<file path="config.mk">
export PLATFORM = sky130hd
export DESIGN_NAME = pfc_valley_and_fault_gating
export DESIGN_NICKNAME = d
export VERILOG_FILES = /design/src/pfc_gate_pkg.sv /design/src/hold_timer.sv /design/src/pfc_valley_and_fault_gating.sv
export SDC_FILE = /design/constraint.sdc
export NUM_CORES = 1
export LEC_CHECK = 0
export BUFFER_PORTS_ARGS = -buffer_cell sky130_fd_sc_hd__clkbuf_2
export CAP_MARGIN = 25
export CORE_MARGIN = 4
export CORE_UTILIZATION = 30
export DETAILED_ROUTE_END_ITERATION = 8
export GPL_ROUTABILITY_DRIVEN = 0
export PLACE_DENSITY = 0.57
export SLEW_MARGIN = 10
export SYNTH_ARGS = -nofsm -noshare
export SYNTH_HDL_FRONTEND = slang
export SYNTH_SLANG_ARGS = --single-unit
</file>
<file path="constraint.sdc">
create_clock -name mclk_i -period 8.65 [get_ports mclk_i]
set_input_delay 0.865 -clock mclk_i [delete_from_list [all_inputs] [get_ports mclk_i]]
set_output_delay 0.865 -clock mclk_i [all_outputs]
set_load 0.02 [all_outputs]
</file>
<file path="src/pfc_gate_pkg.sv">
/*
 * Shared constants and carrier types for the boost converter gate gating logic.
 * Assumes a single 100 MHz clock and comparator outputs already digitised.
 */
package pfc_gate_pkg;

    // ************************************************************
    // timing
    // ************************************************************
    localparam int unsigned CLK_PERIOD_NS = 10;
    localparam int unsigned OVERSTRESS_HOLD_US = 800;
    localparam int unsigned OVERSTRESS_HOLD_CYC = OVERSTRESS_HOLD_US * 1000 / CLK_PERIOD_NS;
    localparam int unsigned AUX_OV_STOP_US = 800;
    localparam int unsigned AUX_OV_STOP_CYC = AUX_OV_STOP_US * 1000 / CLK_PERIOD_NS;
    localparam int unsigned BLANK_NS = 100;
    localparam int unsigned BLANK_CYC = BLANK_NS / CLK_PERIOD_NS;
    localparam int unsigned VALLEY_WAIT_NS = 3000;
    localparam int unsigned VALLEY_WAIT_CYC = VALLEY_WAIT_NS / CLK_PERIOD_NS;
    localparam int unsigned CNT_W = 17;
    localparam int unsigned HIGH_LINE_SHIFT = 2;
    localparam int unsigned CTRL_W = 12;

    // ************************************************************
    // carriers
    // ************************************************************
    typedef struct packed {
        logic overstress;       // sensed current above overstress_current_limit
        logic inrush;           // sensed current above in-rush level
        logic demag_upper;      // demag_sense_pin above demag_upper_threshold
        logic aux_ov;           // demag_sense_pin above aux_overvoltage_threshold
        logic fb_below_boost;   // feedback_pin below undershoot_booster_threshold
    } cmp_t;

    typedef struct packed {
        logic test_current_en;  // 250 uA source on demag_sense_pin
        logic blank_ground;     // turnoff_blanking pull-down
    } demag_pin_ctl_t;

    typedef enum logic [1:0] {
        MODE_CRIT,
        MODE_DISC,
        MODE_CONT
    } conduction_mode_t;

endpackage

</file>
<file path="src/hold_timer.sv">
/*
 * Retriggerable hold-off counter: busy while trigger is high and for
 * HOLD_CYC cycles after it falls.
 * Assumes trigger comes from logic on mclk_i.
 */
`timescale 1ns/10ps
`default_nettype none
module hold_timer #(
    parameter int unsigned HOLD_CYC = 80000
) (
    input wire logic mclk_i,
    input wire logic rst_n_i,
    input wire logic trigger_i,
    output logic busy_o
);
    logic [pfc_gate_pkg::CNT_W-1:0] count_reg;
    logic [pfc_gate_pkg::CNT_W-1:0] count_next;

    always_comb begin
        count_next = count_reg;
        if (trigger_i) begin
            count_next = HOLD_CYC[pfc_gate_pkg::CNT_W-1:0];
        end else if (count_reg != '0) begin
            count_next = count_reg - 1'b1;
        end
    end

    always_ff @(posedge mclk_i) begin
        if (!rst_n_i) begin
            count_reg <= '0;
        end else begin
            count_reg <= count_next;
        end
    end

    assign busy_o = trigger_i || (count_reg != '0);
endmodule
`default_nettype wire

</file>
<file path="src/pfc_valley_and_fault_gating.sv">
/*
 * Gate drive gating for a multimode boost PFC: overstress hold-off,
 * continuous-mode on-time, valley detection, watchdog, demag pin faults,
 * aux overvoltage.
 * Assumes comparator, demag floating and min-frequency ramp inputs are asynchronous pins; cycle_request_i is used unsynchronised.
 */
`timescale 1ns/10ps
`default_nettype none
module pfc_valley_and_fault_gating #(
    parameter bit AUX_OV_PRESENT = 1'b1,
    parameter int unsigned OVERSTRESS_HOLD_CYC = pfc_gate_pkg::OVERSTRESS_HOLD_CYC,
    parameter int unsigned AUX_OV_STOP_CYC = pfc_gate_pkg::AUX_OV_STOP_CYC
) (
    input wire logic mclk_i,
    input wire logic rst_n_i,
    input wire pfc_gate_pkg::cmp_t cmp_i,
    input wire logic demag_floating_i,
    input wire logic line_high_i,
    input wire pfc_gate_pkg::conduction_mode_t mode_i,
    input wire logic inrush_wait_en_i,
    input wire logic cycle_request_i,
    input wire logic min_freq_ramp_i,
    input wire logic [pfc_gate_pkg::CTRL_W-1:0] loop_control_i,
    input wire logic [pfc_gate_pkg::CTRL_W-1:0] current_info_i,
    output logic gate_drive_out_o,
    output pfc_gate_pkg::demag_pin_ctl_t demag_pin_ctl_o,
    output logic [pfc_gate_pkg::CTRL_W-1:0] on_time_setpoint_o,
    output logic valley_enable_o,
    output logic aux_overvoltage_fault_o,
    output logic latched_off_o
);
    // ************************************************************
    // input synchronisers
    // ************************************************************
    localparam int unsigned NSYNC = 7;
    logic [NSYNC-1:0] sync1_reg;
    logic [NSYNC-1:0] sync2_reg;
    logic [NSYNC-1:0] raw_in;
    assign raw_in = {cmp_i, demag_floating_i, min_freq_ramp_i};

    always_ff @(posedge mclk_i) begin
        if (!rst_n_i) begin
            sync1_reg <= '0;
            sync2_reg <= '0;
        end else begin
            sync1_reg <= raw_in;
            sync2_reg <= sync1_reg;
        end
    end

    pfc_gate_pkg::cmp_t cmp_s;
    logic floating_s;
    logic ramp_s;
    assign cmp_s = sync2_reg[NSYNC-1:2];
    assign floating_s = sync2_reg[1];
    assign ramp_s = sync2_reg[0];

    // ************************************************************
    // overstress and aux overvoltage hold-offs
    // ************************************************************
    logic overstress_active_reg;
    logic overstress_active_next;
    logic overstress_busy;
    logic aux_ov_evt;
    logic aux_ov_busy;

    always_comb begin
        overstress_active_next = overstress_active_reg;
        if (cmp_s.overstress) begin
            overstress_active_next = 1'b1;
        end else if (!cmp_s.inrush) begin
            overstress_active_next = 1'b0;
        end
    end

    always_ff @(posedge mclk_i) begin
        if (!rst_n_i) begin
            overstress_active_reg <= 1'b0;
        end else begin
            overstress_active_reg <= overstress_active_next;
        end
    end

    // trigger stays high until current falls below in-rush, then 800 us
    hold_timer #(.HOLD_CYC(OVERSTRESS_HOLD_CYC)) u_overstress_hold (
        .mclk_i(mclk_i),
        .rst_n_i(rst_n_i),
        .trigger_i(overstress_active_reg || cmp_s.overstress),
        .busy_o(overstress_busy)
    );

    assign aux_ov_evt = AUX_OV_PRESENT && cmp_s.aux_ov && !demag_pin_ctl_o.blank_ground;

    hold_timer #(.HOLD_CYC(AUX_OV_STOP_CYC)) u_aux_ov_hold (
        .mclk_i(mclk_i),
        .rst_n_i(rst_n_i),
        .trigger_i(aux_ov_evt),
        .busy_o(aux_ov_busy)
    );

    // ************************************************************
    // setpoint scaling
    // ************************************************************
    function automatic logic [pfc_gate_pkg::CTRL_W-1:0] scale_setpoint(
        input logic [pfc_gate_pkg::CTRL_W-1:0] ctrl,
        input logic high_line
    );
        scale_setpoint = high_line ? (ctrl >> pfc_gate_pkg::HIGH_LINE_SHIFT) : ctrl;
    endfunction

    logic [pfc_gate_pkg::CTRL_W-1:0] setpoint_reg;
    logic [pfc_gate_pkg::CTRL_W-1:0] setpoint_next;
    // quarter scaling applies only in continuous mode; valley modes use the full value
    logic scale_en;
    assign scale_en = line_high_i && (mode_i == pfc_gate_pkg::MODE_CONT);

    always_comb begin
        setpoint_next = scale_setpoint(loop_control_i, scale_en);
    end

    always_ff @(posedge mclk_i) begin
        if (!rst_n_i) begin
            setpoint_reg <= '0;
        end else begin
            setpoint_reg <= setpoint_next;
        end
    end

    // ************************************************************
    // gate state machine
    // ************************************************************
    typedef enum logic [2:0] {
        ST_OFF,
        ST_VALLEY_WAIT,
        ST_TEST,
        ST_ON
    } gate_state_t;

    gate_state_t state_reg;
    gate_state_t state_next;
    logic demag_latch_reg;
    logic demag_latch_next;
    logic latch_off_reg;
    logic latch_off_next;
    logic [pfc_gate_pkg::CTRL_W-1:0] ramp_reg;
    logic [pfc_gate_pkg::CTRL_W-1:0] ramp_next;
    logic [8:0] wait_reg;
    logic [8:0] wait_next;
    logic [3:0] blank_reg;
    logic [3:0] blank_next;
    logic valley;
    logic inhibit;
    logic inrush_ok;
    logic turn_on;
    logic turn_off;
    logic [pfc_gate_pkg::CTRL_W:0] cont_sum;

    assign valley = demag_latch_reg && !cmp_s.demag_upper;
    assign inhibit = overstress_busy || aux_ov_busy || latch_off_reg || floating_s;
    assign inrush_ok = !(inrush_wait_en_i && cmp_s.inrush);
    assign cont_sum = {1'b0, ramp_reg} + {1'b0, current_info_i};

    always_comb begin
        state_next = state_reg;
        ramp_next = ramp_reg;
        wait_next = wait_reg;
        turn_on = 1'b0;
        turn_off = 1'b0;
        case (state_reg)
            ST_OFF: begin
                if (!inhibit) begin
                    if (mode_i == pfc_gate_pkg::MODE_CONT) begin
                        turn_on = cycle_request_i;
                    end else if (valley && inrush_ok && (cycle_request_i || ramp_s)) begin
                        turn_on = 1'b1;
                    end else if (ramp_s) begin
                        state_next = ST_VALLEY_WAIT;
                        wait_next = 9'(pfc_gate_pkg::VALLEY_WAIT_CYC);
                    end
                end
            end
            ST_VALLEY_WAIT: begin
                if (wait_reg != '0) begin
                    wait_next = wait_reg - 1'b1;
                end
                if (inhibit) begin
                    state_next = ST_OFF;
                end else if (valley && inrush_ok) begin
                    turn_on = 1'b1;
                end else if (wait_reg == '0) begin
                    state_next = ST_TEST;
                end
            end
            ST_TEST: begin
                // a grounded pin never crosses, so switching stays inhibited
                if (inhibit) begin
                    state_next = ST_OFF;
                end else if (cmp_s.demag_upper) begin
                    turn_on = 1'b1;
                end
            end
            ST_ON: begin
                ramp_next = ramp_reg + 1'b1;
                if (inhibit || cmp_s.overstress) begin
                    turn_off = 1'b1;
                end else if (mode_i == pfc_gate_pkg::MODE_CONT) begin
                    turn_off = cont_sum >= {1'b0, setpoint_reg};
                end else begin
                    turn_off = !cycle_request_i;
                end
            end
            default: begin
                state_next = ST_OFF;
            end
        endcase
        if (turn_on) begin
            state_next = ST_ON;
            ramp_next = '0;
        end
        if (turn_off) begin
            state_next = ST_OFF;
        end
    end

    always_comb begin
        demag_latch_next = demag_latch_reg;
        if (turn_on) begin
            demag_latch_next = 1'b0;
        end else if (cmp_s.demag_upper && state_reg != ST_ON && state_reg != ST_TEST) begin
            demag_latch_next = 1'b1;
        end
        latch_off_next = latch_off_reg;
        if (aux_ov_evt && cmp_s.fb_below_boost) begin
            latch_off_next = 1'b1;
        end
        blank_next = blank_reg;
        if (turn_off) begin
            blank_next = 4'(pfc_gate_pkg::BLANK_CYC);
        end else if (blank_reg != '0) begin
            blank_next = blank_reg - 1'b1;
        end
    end

    always_ff @(posedge mclk_i) begin
        if (!rst_n_i) begin
            state_reg <= ST_OFF;
            ramp_reg <= '0;
            wait_reg <= '0;
            demag_latch_reg <= 1'b0;
            latch_off_reg <= 1'b0;
            blank_reg <= '0;
        end else begin
            state_reg <= state_next;
            ramp_reg <= ramp_next;
            wait_reg <= wait_next;
            demag_latch_reg <= demag_latch_next;
            latch_off_reg <= latch_off_next;
            blank_reg <= blank_next;
        end
    end

    // ************************************************************
    // outputs
    // ************************************************************
    logic drive_reg;
    logic fault_reg;
    logic valley_reg;
    always_ff @(posedge mclk_i) begin
        if (!rst_n_i) begin
            drive_reg <= 1'b0;
            fault_reg <= 1'b0;
            valley_reg <= 1'b0;
        end else begin
            drive_reg <= (state_next == ST_ON);
            fault_reg <= aux_ov_busy;
            valley_reg <= valley;
        end
    end

    assign gate_drive_out_o = drive_reg;
    assign demag_pin_ctl_o.blank_ground = blank_reg != '0;
    assign demag_pin_ctl_o.test_current_en = state_reg == ST_TEST;
    assign on_time_setpoint_o = setpoint_reg;
    assign valley_enable_o = valley_reg;
    assign aux_overvoltage_fault_o = fault_reg;
    assign latched_off_o = latch_off_reg;
endmodule
`default_nettype wire

</file>
==> flow_metrics.env <==
export IMPL_wirelength_microns=10600
export IMPL_postCtsHoldBufs=0
export IMPL_hpwl_microns=8290
export IMPL_crit_path_max_incr_delay_ns=0.43
export IMPL_async_flop_share=0
export IMPL_core_area_sq_mm=0.0153
export IMPL_nets=655
export IMPL_clock_latency_ns=0.34
export IMPL_p_int_mw=1.02
export IMPL_clkPwrFrac=0.293
export IMPL_ys_flop_type="dfxtp_1"
export IMPL_critPathSlowestCell="o311a_1"
export IMPL_fmax_mhz=268
export IMPL_portBuffers=55
export IMPL_ys_seq_elements=94
export IMPL_cp_arrival_ns=3.98
export IMPL_power_switching_mw=0.522
export IMPL_grt_usage=0.124
export IMPL_antenna_diode_count=0
export IMPL_wl_per_cell_microns=13.2
export IMPL_p_per_area_mw_per_mm2=279
export IMPL_yosysMostFrequentCell="dfxtp_1"
export IMPL_grt_pass1_vias=3911
export IMPL_routed_via_density=4.81
export IMPL_io_pins=56
export IMPL_hold_viol=0
export IMPL_synthDistinctLibCells=65
export IMPL_postCtsResizedCells=0
export IMPL_synth_edff_count=0
export IMPL_grt_pass1_wl_microns=18300
export IMPL_yosys_top_cells_area="dfxtp_1 (40%), ha_1 (7.5%), nor2_1 (7.2%)"
export IMPL_pwr_share_seq=0.378
export IMPL_grt_antenna_before_repair=0
export IMPL_overflow=0
export IMPL_hold_class="register to register"
export IMPL_fill_cells=1523
export IMPL_fin_tns_setup_ns=0
export IMPL_clk_pin_slew_ns=0.07
export IMPL_drt_pass1_iterations=4
export IMPL_power_share_switching=0.338
export IMPL_fin_ws_ns=4.91
export IMPL_dieArea_sq_mm=0.0177
export IMPL_die_height_microns=133
export IMPL_layout_min_cycle_time_ns=3.74
export IMPL_clk_path_buf_depth=2
export IMPL_worstPathRequired_ns=8.89
export IMPL_synth_nets=599
export IMPL_synth_avg_cell_area_sq_um=8.81
export IMPL_cp_num_buf_inv=2
export IMPL_cts_tree="yes"
export IMPL_drv_slew=0
export IMPL_status="finished, final reports clean"
export IMPL_start_util=0.307
export IMPL_ir_drop_v=0.000210
export IMPL_htreeDepth=3
export IMPL_synthCells=532
export IMPL_path_class="primary input to register"
export IMPL_finalSetupViolations=0
export IMPL_p_comb_frac=0.330
export IMPL_rsz0062_at_grt="false"
export IMPL_worstMarginPinSlew_ns=0.663
export IMPL_area_delta_synth_final_pct=18.0
export IMPL_cts_setup_buffers=0
export IMPL_synth_area_leader_cell="dfxtp_1"
export IMPL_skew_ns=0.00610
export IMPL_root_buffer="clkbuf_16"
export IMPL_cts_sinks=94
export IMPL_ys_warn_count=0
export IMPL_start_kind="primary input"
export IMPL_via_count=3870
export IMPL_p_leak_nw=2.33
export IMPL_synth_common_cells="dfxtp_1 (94), nor2_1 (90), a21oi_1 (31)"
export IMPL_power_total_mw=1.54
export IMPL_netlist_area_leader_share=0.401
export IMPL_ant_nets=0
export IMPL_critical_path_top_delay_family="compound AO/OA/AOI/OAI gates"
export IMPL_die_x_microns=133
export IMPL_slew_headroom=0.556
export IMPL_syn_area_sq_mm=0.00469
export IMPL_fin_crit_sh=0.432
export IMPL_grt_max_degree=29
export IMPL_maxCapViolations=0
export IMPL_drive_gt1_frac=0.153
export IMPL_end_kind="register"
export IMPL_numCtsBuffers=9
export IMPL_drt_first_iter_violations=244
export IMPL_drc=0
export IMPL_crit_chain="clkbuf_2, ha_1, inv_1, fa_1, nor2b_1, o31a_1, o221ai_1, nand2b_1, a21oi_1, xnor2_1, ha_1, a21oi_1, o21ai_0, a211o_1, o311a_1, nor4_1"
export IMPL_worstPathMaxFanout=7
export IMPL_dp_slack_ns=4.60
export IMPL_fp_row_count=45
export IMPL_final_util=0.363
export IMPL_yosysSeqAreaShare=0.401
-- metal layers --
metal	share of wire	vias to the layer above	GRT usage
li1	-	1971	-
met1	0.45	1800	0.150
met2	0.49	82	0.212
met3	0.040	17	0.0319
met4	0.020	0	0.0479
met5	0	-	0
-- worst reg2reg max path, delay by kind of cell (launching register included) --
kind | cells | cell delay [ns]
adders and majority gates | 3 | 0.93
and+or+nand+nor | 3 | 0.57
buffers and inverters | 1 | 0.06
AOI/OAI and AO/OA | 7 | 1.37
DFF | 1 | 0.43
xor gates and xnor gates | 1 | 0.14
-- power groups by stage --
stage          clock network (mW)  logic, mW  registers [mW]
3_5_place_dp                    0      0.504           0.592
3_3_place_gp                    0      0.496           0.587
5_1_grt                     0.480      0.570           0.596
4_1_cts                     0.462      0.509           0.582
6_report                    0.452      0.509           0.583
2_1_floorplan                   0      0.410           0.581
-- cell families (layout without fill, tap and decap cells) --
family,after synthesis,after routing,share of synthesized area
xor gates and xnor gates,49,49,0.0915
and+or+nand+nor,231,231,0.263
muxes,12,12,0.0259
AOI/OAI and AO/OA,79,79,0.108
other,1,1,0.000800
DFF,94,94,0.401
adders and majority gates,29,29,0.0790
buffers and inverters,37,98,0.0304
-- layout by cell type, fill, tap and decap left out, types with 9 or more instances in the layout --
master	Yosys	routed
dfxtp_1	94	94
nor2_1	90	90
clkbuf_2	0	55
a21oi_1	31	31
nand2_1	29	29
xnor2_1	28	28
ha_1	28	28
inv_1	26	26
nand3_1	21	21
xor2_1	21	21
and2_1	16	16
nor4_1	11	11
mux2i_1	11	11
nor3_1	10	10
a211oi_1	9	9
o21ai_0	9	9
clkbuf_16	0	9
-- path summary, 6_finish.rpt --
path / from / end / slack [ns] / cells after the start
max: current_info_i[0] / gate_drive_out_o / 4.91 / 16
min: sync1_reg[1] / sync2_reg[1] / 0.43 / 1
max reg2reg: ramp_reg[0] / gate_drive_out_o / 5.03 / 15
min reg2reg: sync1_reg[1] / sync2_reg[1] / 0.43 / 1
-- cell type report --
type | instances | area, sq um | area share
well taps | 211 | 264 | 0.0477
repair buffers | 55 | 275 | 0.0498
clock inverters | 7 | 120 | 0.0217
multi-input cells | 401 | 2660 | 0.482
inverters | 27 | 101 | 0.0183
clock buffers | 9 | 225 | 0.0407
flip-flops and latches | 94 | 1880 | 0.340
-- per-stage QoR --
step | cell area (sq um) | hold slack (ns) | std cells
3_5_place_dp | 5190 | 0.419 | 788
2_1_floorplan | 4690 | 0.412 | 532
3_3_place_gp | 5190 | 0.414 | 788
4_1_cts | 5530 | 0.435 | 804
5_1_grt | 5530 | 0.452 | 804
6_report | 5530 | 0.434 | 804
(Power assumes the default switching activity.)
